### src/tisl_defines.svh
// Constants of the terminal input start logic: widths, reset values,
// synchroniser depth. Included by bare name from every design file.
`ifndef TISL_DEFINES_SVH
`define TISL_DEFINES_SVH

// ----------------------------------------------------------------------------
// Sizes
// ----------------------------------------------------------------------------
`define TISL_N_INPUTS   6
`define TISL_SEL_W      5
`define TISL_SYNC_DEPTH 3

// ----------------------------------------------------------------------------
// Reset values
// ----------------------------------------------------------------------------
`define TISL_PIN_RST    1'h0
`define TISL_DIR_RST    1'h0
`define TISL_OWN_RST    1'h0
`define TISL_STOP_RST   1'h1
`define TISL_READY_RST  1'h1

`endif

### src/tisl_pkg.sv
// Types shared by the terminal input start logic.
// Assumes tisl_defines.svh is on the include path.
`include "tisl_defines.svh"
`default_nettype none

package tisl_pkg;

	// ------------------------------------------------------------------------
	// Input function codes
	// ------------------------------------------------------------------------
	typedef enum logic [`TISL_SEL_W-1:0] {
		tisl_fn_none       = 5'h00,
		tisl_fn_enable     = 5'h01,
		tisl_fn_clr_faults = 5'h02,
		tisl_fn_halt_clr   = 5'h04,
		tisl_fn_start      = 5'h05,
		tisl_fn_fwd_rev    = 5'h06,
		tisl_fn_run        = 5'h07,
		tisl_fn_run_fwd    = 5'h08,
		tisl_fn_run_rev    = 5'h09,
		tisl_fn_stop_mode2 = 5'h0d,
		tisl_fn_acc_dec2   = 5'h16,
		tisl_fn_excl_link  = 5'h1a,
		tisl_fn_pi_enable  = 5'h1b,
		tisl_fn_pi_reset   = 5'h1c,
		tisl_fn_pi_hold    = 5'h1d
	} tisl_func_t;

endpackage : tisl_pkg

`default_nettype wire

### src/tisl_core.sv
// Terminal input start logic: decodes configured input functions into
// run, stop, direction, fault-clear and mode requests for the drive core.
// Assumes one core clock, field contacts on pins, permits as static levels.
//
// What this block does
// - Halt-and-fault-clear input open forces stop and not-ready; closed permits running.
// - Three-wire start assigned without halt-and-fault-clear input raises configuration alarm.
// - Rising halt-and-fault-clear clears faults when fault and terminal permits are set.
// - A dedicated clear-faults assignment disables fault clearing from the halt input.
// - Rising run-forward or run-reverse while stopped starts, unless halt input open.
// - Forward/reverse pair picks stop, reverse, forward or keep, with direction ownership.
// - An unassigned run-forward or run-reverse acts as permanently open.
// - Forward/reverse starts and direction changes need launch, heading, terminal permits.
// - Another direction owner blocks terminal run-direction starts and direction changes.
// - Run-forward or run-reverse assigned rejects other sources' start and jog requests.
// - Rising plain run while stopped starts in current direction unless halt open.
// - Plain run input open commands stop.
// - Run and start need launch and terminal permits; run assignment locks others.
// - Lockout holds while any run function assigned, even with configuration alarm.
// - Rising three-wire start while stopped starts in current direction unless halt open.
// - Run-permit open coasts the drive to stop and refuses starts.
// - Stop-method select open picks first method, closed picks second.
// - Ramp select chooses first or second acceleration and deceleration pair together.
// - Loop reset forces integrator to zero; hold freezes it.
// - Exclusive link input passes straight to a digital output, nothing else.
`include "tisl_defines.svh"
`timescale 1ns/1ps
`default_nettype none

module tisl_core #(
	parameter int N = `TISL_N_INPUTS
) (
	input  wire logic                    core_clk,
	input  wire logic                    rstn,
	input  wire logic [N-1:0]            din_pin,
	input  wire logic [N*`TISL_SEL_W-1:0] din_func_sel,
	input  wire logic                    launch_permit_tb,
	input  wire logic                    heading_permit_tb,
	input  wire logic                    fault_permit_tb,
	input  wire logic                    terminal_permit_tb,
	input  wire logic                    dir_owned_by_other,
	input  wire logic                    drive_running,
	input  wire logic                    other_start_req,
	input  wire logic                    other_jog_req,
	output logic                         start_pulse,
	output logic                         halt_cmd,
	output logic                         coast_cmd,
	output logic                         not_ready,
	output logic                         fault_clear_pulse,
	output logic                         dir_reverse,
	output logic                         dir_owner_tb,
	output logic                         cfg_alarm,
	output logic                         others_locked,
	output logic                         other_start_ok,
	output logic                         other_jog_ok,
	output logic                         stop_method2,
	output logic                         ramp_set2,
	output logic                         pi_enable,
	output logic                         pi_integ_reset,
	output logic                         pi_integ_hold,
	output logic [N-1:0]                 excl_link_out
);

	localparam int W = `TISL_SEL_W;

	typedef struct packed {
		logic [N-1:0] prev;
		logic         start;
		logic         halt;
		logic         coast;
		logic         not_ready;
		logic         fclr;
		logic         dir_rev;
		logic         dir_own;
		logic         alarm;
		logic         lockout;
		logic         oth_start;
		logic         oth_jog;
		logic         mode2;
		logic         ramp2;
		logic         pi_en;
		logic         pi_rst;
		logic         pi_hold;
		logic [N-1:0] link;
	} tisl_core_state_t;

	tisl_core_state_t st_d;
	tisl_core_state_t st_q;
	logic [N-1:0]     lvl;

	tisl_sync #(.N(N)) u_sync (
		.core_clk  (core_clk),
		.rstn      (rstn),
		.pin_raw   (din_pin),
		.pin_level (lvl)
	);

	// ------------------------------------------------------------------------
	// Function decode helpers
	// ------------------------------------------------------------------------
	function automatic logic [N-1:0] fn_map(input logic [N*W-1:0] sel,
	                                         input tisl_pkg::tisl_func_t code);
		logic [N-1:0] m;
		m = '0;
		for (int i = 0; i < N; i++) begin
			m[i] = (sel[i*W +: W] == code);
		end
		return m;
	endfunction : fn_map

	function automatic logic fn_closed(input logic [N*W-1:0] sel, input logic [N-1:0] v,
	                                   input tisl_pkg::tisl_func_t code);
		return |(fn_map(sel, code) & v);
	endfunction : fn_closed

	// ------------------------------------------------------------------------
	// Decoded levels and edges
	// ------------------------------------------------------------------------
	logic halt_asg, halt_lvl, halt_rise, halt_open;
	logic clrf_asg, clrf_rise;
	logic start_asg, start_rise;
	logic run_asg, run_lvl, run_rise;
	logic fwd_asg, fwd_lvl, fwd_rise, rev_asg, rev_lvl, rev_rise;
	logic ena_asg, ena_open;
	logic pair_asg, tb_ok, head_ok, lockout;
	logic [N-1:0] link_sel;

	always_comb begin
		halt_asg   = |fn_map(din_func_sel, tisl_pkg::tisl_fn_halt_clr);
		halt_lvl   = fn_closed(din_func_sel, lvl, tisl_pkg::tisl_fn_halt_clr);
		// Edge from current sample against last cycle's sample
		halt_rise  = halt_lvl & ~fn_closed(din_func_sel, st_q.prev, tisl_pkg::tisl_fn_halt_clr);
		halt_open  = halt_asg & ~halt_lvl;
		clrf_asg   = |fn_map(din_func_sel, tisl_pkg::tisl_fn_clr_faults);
		clrf_rise  = fn_closed(din_func_sel, lvl, tisl_pkg::tisl_fn_clr_faults)
		           & ~fn_closed(din_func_sel, st_q.prev, tisl_pkg::tisl_fn_clr_faults);
		start_asg  = |fn_map(din_func_sel, tisl_pkg::tisl_fn_start);
		start_rise = fn_closed(din_func_sel, lvl, tisl_pkg::tisl_fn_start)
		           & ~fn_closed(din_func_sel, st_q.prev, tisl_pkg::tisl_fn_start);
		run_asg    = |fn_map(din_func_sel, tisl_pkg::tisl_fn_run);
		run_lvl    = fn_closed(din_func_sel, lvl, tisl_pkg::tisl_fn_run);
		run_rise   = run_lvl & ~fn_closed(din_func_sel, st_q.prev, tisl_pkg::tisl_fn_run);
		// Unassigned half of the pair never closes
		fwd_asg    = |fn_map(din_func_sel, tisl_pkg::tisl_fn_run_fwd);
		fwd_lvl    = fn_closed(din_func_sel, lvl, tisl_pkg::tisl_fn_run_fwd);
		fwd_rise   = fwd_lvl & ~fn_closed(din_func_sel, st_q.prev, tisl_pkg::tisl_fn_run_fwd);
		rev_asg    = |fn_map(din_func_sel, tisl_pkg::tisl_fn_run_rev);
		rev_lvl    = fn_closed(din_func_sel, lvl, tisl_pkg::tisl_fn_run_rev);
		rev_rise   = rev_lvl & ~fn_closed(din_func_sel, st_q.prev, tisl_pkg::tisl_fn_run_rev);
		ena_asg    = |fn_map(din_func_sel, tisl_pkg::tisl_fn_enable);
		ena_open   = ena_asg & ~fn_closed(din_func_sel, lvl, tisl_pkg::tisl_fn_enable);
		pair_asg   = fwd_asg | rev_asg;
		link_sel   = fn_map(din_func_sel, tisl_pkg::tisl_fn_excl_link);
		tb_ok      = launch_permit_tb & terminal_permit_tb;
		head_ok    = tb_ok & heading_permit_tb & ~dir_owned_by_other;
		lockout    = run_asg | pair_asg;
	end

	// ------------------------------------------------------------------------
	// Next state
	// ------------------------------------------------------------------------
	always_comb begin
		st_d      = st_q;
		st_d.prev = lvl;
		// Halt input open means stop and not ready
		st_d.not_ready = halt_open;
		st_d.halt      = halt_open
		               | (run_asg & ~run_lvl)
		               | (pair_asg & ~fwd_lvl & ~rev_lvl);
		st_d.coast     = ena_open;
		st_d.alarm     = start_asg & ~halt_asg;
		// Dedicated clear input takes fault clearing from the halt input
		st_d.fclr      = fault_permit_tb & terminal_permit_tb
		               & ((halt_rise & ~clrf_asg) | clrf_rise);
		st_d.start     = ~drive_running & ~halt_open & ~ena_open
		               & (((fwd_rise | rev_rise) & head_ok)
		               | (run_rise & tb_ok)
		               | (start_rise & tb_ok));
		// Direction ownership follows the pair
		if (!pair_asg || (!head_ok && !st_q.dir_own)
		    || !heading_permit_tb || !terminal_permit_tb) begin
			st_d.dir_own = 1'h0;
		end else if (!fwd_lvl && !rev_lvl) begin
			st_d.dir_own = 1'h0;
		end else if (!dir_owned_by_other) begin
			st_d.dir_own = 1'h1;
		end
		if (pair_asg && head_ok && (fwd_lvl ^ rev_lvl)) begin
			st_d.dir_rev = rev_lvl;
		end
		st_d.lockout   = lockout;
		st_d.oth_start = other_start_req & ~lockout & ~ena_open;
		st_d.oth_jog   = other_jog_req & ~lockout & ~ena_open;
		st_d.mode2     = fn_closed(din_func_sel, lvl, tisl_pkg::tisl_fn_stop_mode2);
		st_d.ramp2     = fn_closed(din_func_sel, lvl, tisl_pkg::tisl_fn_acc_dec2);
		st_d.pi_en     = fn_closed(din_func_sel, lvl, tisl_pkg::tisl_fn_pi_enable);
		st_d.pi_rst    = fn_closed(din_func_sel, lvl, tisl_pkg::tisl_fn_pi_reset);
		st_d.pi_hold   = fn_closed(din_func_sel, lvl, tisl_pkg::tisl_fn_pi_hold);
		st_d.link      = lvl & fn_map(din_func_sel, tisl_pkg::tisl_fn_excl_link);
	end

	always_ff @(posedge core_clk or negedge rstn) begin
		if (!rstn) begin
			st_q           <= '0;
			st_q.halt      <= `TISL_STOP_RST;
			st_q.not_ready <= `TISL_READY_RST;
			st_q.dir_rev   <= `TISL_DIR_RST;
			st_q.dir_own   <= `TISL_OWN_RST;
		end else begin
			st_q <= st_d;
		end
	end

	// ------------------------------------------------------------------------
	// Outputs
	// ------------------------------------------------------------------------
	assign start_pulse       = st_q.start;
	assign halt_cmd          = st_q.halt;
	assign coast_cmd         = st_q.coast;
	assign not_ready         = st_q.not_ready;
	assign fault_clear_pulse = st_q.fclr;
	assign dir_reverse       = st_q.dir_rev;
	assign dir_owner_tb      = st_q.dir_own;
	assign cfg_alarm         = st_q.alarm;
	assign others_locked     = st_q.lockout;
	assign other_start_ok    = st_q.oth_start;
	assign other_jog_ok      = st_q.oth_jog;
	assign stop_method2      = st_q.mode2;
	assign ramp_set2         = st_q.ramp2;
	assign pi_enable         = st_q.pi_en;
	assign pi_integ_reset    = st_q.pi_rst;
	assign pi_integ_hold     = st_q.pi_hold;
	assign excl_link_out     = st_q.link;

	// ------------------------------------------------------------------------
	// Checks
	// ------------------------------------------------------------------------
	property p_halt_open;
		@(posedge core_clk) disable iff (!rstn)
		halt_open |=> halt_cmd && not_ready && !start_pulse;
	endproperty
	a_halt_open: assert property (p_halt_open) else $error("halt open not honoured");

	property p_alarm;
		@(posedge core_clk) disable iff (!rstn)
		(start_asg && !halt_asg) |=> cfg_alarm;
	endproperty
	a_alarm: assert property (p_alarm) else $error("config alarm missing");

	property p_fclr_permit;
		@(posedge core_clk) disable iff (!rstn)
		fault_clear_pulse |-> $past(fault_permit_tb) && $past(terminal_permit_tb);
	endproperty
	a_fclr_permit: assert property (p_fclr_permit) else $error("clear without permit");

	property p_fclr_dedicated;
		@(posedge core_clk) disable iff (!rstn)
		(clrf_asg && !clrf_rise) |=> !fault_clear_pulse;
	endproperty
	a_fclr_dedicated: assert property (p_fclr_dedicated) else $error("halt edge cleared faults");

	property p_pair_start;
		@(posedge core_clk) disable iff (!rstn)
		(!drive_running && fwd_rise && head_ok && !halt_open && !ena_open) |=> start_pulse;
	endproperty
	a_pair_start: assert property (p_pair_start) else $error("pair edge did not start");

	property p_pair_open;
		@(posedge core_clk) disable iff (!rstn)
		(pair_asg && !fwd_lvl && !rev_lvl) |=> halt_cmd && !dir_owner_tb;
	endproperty
	a_pair_open: assert property (p_pair_open) else $error("pair open did not stop");

	property p_dir_other;
		@(posedge core_clk) disable iff (!rstn)
		dir_owned_by_other |=> $stable(dir_reverse);
	endproperty
	a_dir_other: assert property (p_dir_other) else $error("direction moved under other owner");

	property p_lockout;
		@(posedge core_clk) disable iff (!rstn)
		lockout |=> others_locked && !other_start_ok && !other_jog_ok;
	endproperty
	a_lockout: assert property (p_lockout) else $error("other source not locked out");

	property p_run_open;
		@(posedge core_clk) disable iff (!rstn)
		(run_asg && !run_lvl) |=> halt_cmd;
	endproperty
	a_run_open: assert property (p_run_open) else $error("run open did not stop");

	property p_coast;
		@(posedge core_clk) disable iff (!rstn)
		ena_open |=> coast_cmd && !start_pulse;
	endproperty
	a_coast: assert property (p_coast) else $error("permit open not coasting");

	property p_link;
		@(posedge core_clk) disable iff (!rstn)
		1'h1 |=> excl_link_out == ($past(lvl) & $past(link_sel));
	endproperty
	a_link: assert property (p_link) else $error("link output mismatch");

	c_start:  cover property (@(posedge core_clk) disable iff (!rstn) start_pulse);
	c_fclr:   cover property (@(posedge core_clk) disable iff (!rstn) fault_clear_pulse);
	c_alarm:  cover property (@(posedge core_clk) disable iff (!rstn) cfg_alarm);
	c_revrun: cover property (@(posedge core_clk) disable iff (!rstn) start_pulse && dir_reverse);

endmodule : tisl_core

`default_nettype wire

### src/tisl_sync.sv
// Three-stage synchroniser with agreement filter for the field contacts.
// Assumes asynchronous pins and one core clock.
`include "tisl_defines.svh"
`timescale 1ns/1ps
`default_nettype none

module tisl_sync #(
	parameter int N = `TISL_N_INPUTS
) (
	input  wire logic         core_clk,
	input  wire logic         rstn,
	input  wire logic [N-1:0] pin_raw,
	output logic      [N-1:0] pin_level
);

	typedef struct packed {
		logic [N-1:0] ff1;
		logic [N-1:0] ff2;
		logic [N-1:0] ff3;
		logic [N-1:0] filt;
	} tisl_sync_state_t;

	tisl_sync_state_t st_d;
	tisl_sync_state_t st_q;

	// ------------------------------------------------------------------------
	// Level accepted once second and third stages agree
	// ------------------------------------------------------------------------
	always_comb begin
		st_d      = st_q;
		st_d.ff1  = pin_raw;
		st_d.ff2  = st_q.ff1;
		st_d.ff3  = st_q.ff2;
		st_d.filt = (st_q.ff3 & ~(st_q.ff2 ^ st_q.ff3)) | (st_q.filt & (st_q.ff2 ^ st_q.ff3));
	end

	always_ff @(posedge core_clk or negedge rstn) begin
		if (!rstn) begin
			st_q <= '0;
		end else begin
			st_q <= st_d;
		end
	end

	assign pin_level = st_q.filt;

endmodule : tisl_sync

`default_nettype wire

### config.mk
export PLATFORM = sky130hd
export DESIGN_NAME = tisl_core
export DESIGN_NICKNAME = d
export VERILOG_FILES = /design/src/tisl_pkg.sv /design/src/tisl_core.sv /design/src/tisl_sync.sv
export VERILOG_INCLUDE_DIRS = /design/src
export SDC_FILE = /design/constraint.sdc
export NUM_CORES = 1
export LEC_CHECK = 0
export ABC_AREA = 1
export BUFFER_PORTS_ARGS = -buffer_cell sky130_fd_sc_hd__clkbuf_2
export CORE_ASPECT_RATIO = 1.2
export CORE_MARGIN = 2
export CORE_UTILIZATION = 25
export DETAILED_ROUTE_END_ITERATION = 6
export SYNTH_ARGS = -nofsm -noshare
export SYNTH_HDL_FRONTEND = slang
export SYNTH_SLANG_ARGS = --single-unit
### constraint.sdc
create_clock -name core_clk -period 1.55 [get_ports core_clk]
set_input_delay 0.155 -clock core_clk [delete_from_list [all_inputs] [get_ports core_clk]]
set_output_delay 0.155 -clock core_clk [all_outputs]
set_load 0.01 [all_outputs]
### Yosys cells after proc, flatten, opt, wreduce, memory -nomap -nowiden

Cells that the tools add are included.

| storage, ports and cells | value |
|---|---|
| register bits | 52 |
| input port bits | 46 |
| word-level logic and storage cells | 222 |

| cells by class | value |
|---|---|
| reductions and logical operators | 39 |
| mux-type cells | 3 |
| bitwise operators | 79 |
| equality and inequality tests | 79 |

Operators by type and width:

| kind | number |
|---|---|
| equality test 5 bit, second input constant | 30 |
| OR reduction 6 bit | 25 |
| AND 6 bit | 21 |
| equality test 5 x 3 -> 1 bit, second input constant | 18 |
| equality test 5 x 4 -> 1 bit, second input constant | 18 |
| equality test 5 x 1 -> 1 bit, second input constant | 6 |
| equality test 5 x 2 -> 1 bit, second input constant | 6 |
| AND 1 bit | 28 |
| inverter 1 bit | 18 |
| OR 1 bit | 8 |
| zero test 1 bit | 7 |
| inverter 6 bit | 1 |
| OR 6 bit | 1 |
| XOR 6 bit | 1 |
| logical AND 1 bit | 4 |
| logical OR 1 bit | 3 |
| two-way mux 1 bit | 3 |
| inequality test 3 x 1 -> 1 bit, second input constant | 1 |
| XOR 1 bit | 1 |

### Longest topological paths before layout

| depth | value |
|---|---|
| word-level depth | 10 |
| gate-level depth with buffers | 13 |
| mapped depth without buffers | 13 |

### By module

A second synthesis with hierarchy kept.

| unflattened totals | value |
|---|---|
| cell total of the unflattened synthesis | 510 |
| area, all modules | 3443.3 um^2 |

Modules (own cells, without submodules):

| module | instances | cells an instance | area each (um^2) |
|---|---|---|---|
| tisl_core | 1 | 456 | 2700.1 |
| tisl_sync | 1 | 54 | 743.2 |

### Worst setup path after synthesis

Ideal clock, no wire load.

| path | value |
|---|---|
| kind | register -> register |
| from | register (tool-made name) |
| to | register st_q, in the netlist dir_reverse |
| data arrival time | 1364 ps |
| period minus slack after synthesis | 1481 ps |
| setup time | 117 ps |
| buffers on the path | 0 |
| path slack | 69 ps |
| stages on the path, launching flop included | 12 |
| path through | dfrtp_1 -> nand2_1 -> nor2_1 -> nand2_1 -> nand2_1 -> nor2_1 -> nand2_1 -> inv_1 -> ha_1 -> nand3_1 -> nand2_1 -> nand2_1 |

RTL lines:

| item | RTL line | source |
|---|---|---|
| end signal, assigned | tisl_core.sv:210 | `st_q <= st_d;` |
| end, declared | tisl_core.sv:88 | `tisl_core_state_t st_q;` |

==> metrics.md <==
| Metric | Value |
|---|---|
| Post-Syn Nets | around 530 |
| Placed Instances | between 700 and 800 |
| Post-synth EDFFs | 0 |
| Avg Synthesized Cell Area | 7.142 sq um |
| N_diodes | 0 |
| Final min period | ~1.5 ns |
| PwrDens | 758.3 nW/um^2 |
| Area delta synth->final | 36.98% |
| DRC Markers | 0 |
| Worst Setup End Kind | register |
| Global-route wire length before repair | approximately 19 mm |
| Skew-Pair Late Insertion Delay | about 0.30 ns |
| Vias in the first global route | 3660 |
| Remaining Overflow, GRT | 0 |
| HPWL after DPL | around 9.9 mm |
| Synth unique cells | between 40 and 50 |
| H-tree lvl count | 2 |
| VDD IR-drop max | 0.0005268 V |
| Clock transition at path regs | about 0.08 ns |
| Non-filler instance count after layout | 782 |
| Clock root buffer | clkbuf_16 |
| Yosys warning count | 0 |
| Register Area | between 1000 and 1500 sq um |
| DIE AREA | ~15000 sq um |
| CTS tree | yes |
| Antenna viol nets, final | 0 |
| Met1 WL | 5.186 mm |
| Area taken by multi-input logic gates | 1836 sq um |
| Final hold vios | 0 |
| Mapped Area | 3421 sq um |
| Detailed Route WL | 11.78 mm |
| WL/cell | 15.07 um |
| Initial Util | 25.73% |
| RSZ-0062 raised after global routing | no |
| Chip height | 132.1 um |
| P_leak | approximately 2.4 nW |
| Status | finished clean |
| Hold WC Path Type | input pin to register |
| Starting DRT DRC Count | ~250 |
| DRT Pass-1 Iters | 5 |
| Via count | 3651 |
| Ys flop type | dfrtp_1 |
| Met2 wire len | 5.627 mm |
| Total track usage | 16.44% |
| CTS Buffer Depth | 2 |
| Post-synthesis register bit count | 52 |
| CP Data Required Time | 1.70 ns |
| Reg2reg path depth | 5 |
| Synth Instances | 479 |
| CP arrival | 1.65 ns |
| CTS sink count | 52 |
| Crit-path max FO | 5 |
| # setup viols final | 0 |
| # fillers | 1420 |
| CTS buffer count | 5 |
| Largest net degree at the start of global routing | 20 |
| Critical path launch point type | register |
| Critical R2R Capture | pi_enable$_DFF_PN0_ |
| I/O pin count | just under 70 |
| Clk_skew | between 0.007 and 0.008 ns |
| Max cap viols | 0 |
| Final nets | 660 |
| Synth async-reset ratio | 100.0% |
| PnR Total Power | 3.553 mW |
| Part of the Yosys area used for sequential elements | 38.11% |
| Routability cong. | 0.9626 |
| Std-Cell Rows | 46 |
| Die W | roughly 110 um |
| Critical Setup Path Class | register to register |
| Max-Slew Margin vs Limit | about 63% |
| Setup crit end | pi_enable$_DFF_PN0_ |
| Final period utilization | 96.36% |
| Initial antenna violation count | 0 |
| Vias per inst | about 4.7 |
| Worst-Margin Slew | 0.5544 ns |
| R2r setup slk | 0.06 ns |
| CORE AREA | 13300 sq um |
| I/O Buffers | 67 |
| Fmax | 669.5 MHz |
| Final Max Slew Viols | 0 |
| Wire length on met3 | 558 um |
| Share of cells above drive strength 1 | roughly 35% |
| Uppermost layer routed | met4 |
## synth_stat cells, types with 7 or more instances
cell type,number,share of area [%]
nor2_1,62,6.8
nand2_1,115,13
nand3_1,45,6.6
buf_4,7,1.5
nor3_1,12,1.8
nand4_1,20,3.7
dfrtp_1,50,37
nor2_2,13,2.4
inv_2,15,1.6
inv_1,59,6.5
nor2_4,12,4.0
nand2_2,9,1.6
## routing by layer
metal  vias up  GRT usage (%)
met5         -              0
met4         0          5.972
met3        22          2.713
met2       119          27.81
met1      1692          21.15
li1       1818              -
## cell usage in the layout (no fill, tap or decap), types with 3 or more instances in the layout
master | synthesis | routed
nand2_1 | 115 | 112
nor3_1 | 12 | 10
dfrtp_2 | 0 | 3
o31ai_1 | 4 | 3
nor2_1 | 62 | 60
buf_4 | 7 | 60
maj3_1 | 6 | 6
clkbuf_16 | 0 | 5
nand3_1 | 45 | 45
o21ai_2 | 1 | 3
inv_1 | 59 | 54
nand2_2 | 9 | 12
clkbuf_2 | 0 | 67
nor4_1 | 4 | 4
dfrtp_1 | 50 | 47
dlygate4sd3_1 | 0 | 7
nand4_1 | 20 | 20
inv_2 | 15 | 20
nor3_2 | 2 | 4
o22ai_1 | 6 | 6
nor2_4 | 12 | 13
nor2_2 | 13 | 14
a21oi_1 | 5 | 5
## critical path, cell delays in order (launching register included)
cell      delay (ns)
dfrtp_2         0.44
buf_4           0.14
nand2_1         0.06
o31ai_1         0.41
nor2_1          0.15
o311ai_0        0.16
## area by class of cell
cell class,count,area share (%)
tap,168,4.486
clock inverter,3,0.7210
sequential,52,27.90
clock buffer,5,2.670
timing repair buffer,136,19.12
multi-input combinational,344,39.17
inverter,74,5.928
## report_power, final
group / switching (mW) / internal, mW
Combinational: 0.474 / 0.336
Sequential: 0.0690 / 1.45
Clock: 0.600 / 0.624
Total: 1.14 / 2.41
## kinds of logic (layout without fill, tap and decap cells)
logic type,after synthesis,after routing,synth area share (%)
AO/OA/AOI/OAI,34,34,6.621
adder cells (fa/ha/maj),7,7,2.121
buffers and inverters,83,218,9.912
flip-flops,52,52,38.11
AND/OR/NAND/NOR,303,303,43.23
## worst min-delay path by stage
| stage | start | to | slack [ns] | cells past startpoint |
|---|---|---|---|---|
| 2_1_floorplan | rstn | async pin | -0.14 | 0 |
| 3_3_place_gp | rstn | excl_link_out[2]$_DFF_PN0_ | 0.1 | 1 |
| 3_5_place_dp | rstn | excl_link_out[2]$_DFF_PN0_ | 0.09 | 1 |
| 4_1_cts | other_start_req | other_start_ok$_DFF_PN0_ | 0.05 | 3 |
| 5_1_grt | other_start_req | other_start_ok$_DFF_PN0_ | 0.08 | 3 |
| 6_report | other_start_req | other_start_ok$_DFF_PN0_ | 0.06 | 3 |
## stage by stage
| stage | hold WS (ns) | utilization [%] | worst slack [ns] | setup TNS [ns] | instance area, sq um |
|---|---|---|---|---|---|
| floorplan | -0.1406 | - | 0.06862 | 0 | 3421 |
| detailed placement | 0.09421 | 32.95 | -0.04278 | -0.07190 | 4380 |
| CTS | 0.04757 | 34.69 | 0.01844 | 0 | 4612 |
| finish | 0.05881 | 35.24 | 0.05645 | 0 | 4686 |
| global route | 0.07701 | 35.24 | 0.001784 | 0 | 4686 |
| global placement | 0.09813 | 32.95 | -0.01002 | -0.01002 | 4380 |
## repair_timing
item                                    in CTS  in global routing
setup buffers                                0                  2
pin swaps                                    0                  3
hold buffers                                 7                  0
endpoints found under the hold margin       13                  0
endpoints found under the setup margin       2                  6
gates resized for setup                      2                 19
No activity file was read; power rests on OpenSTA's default activity.
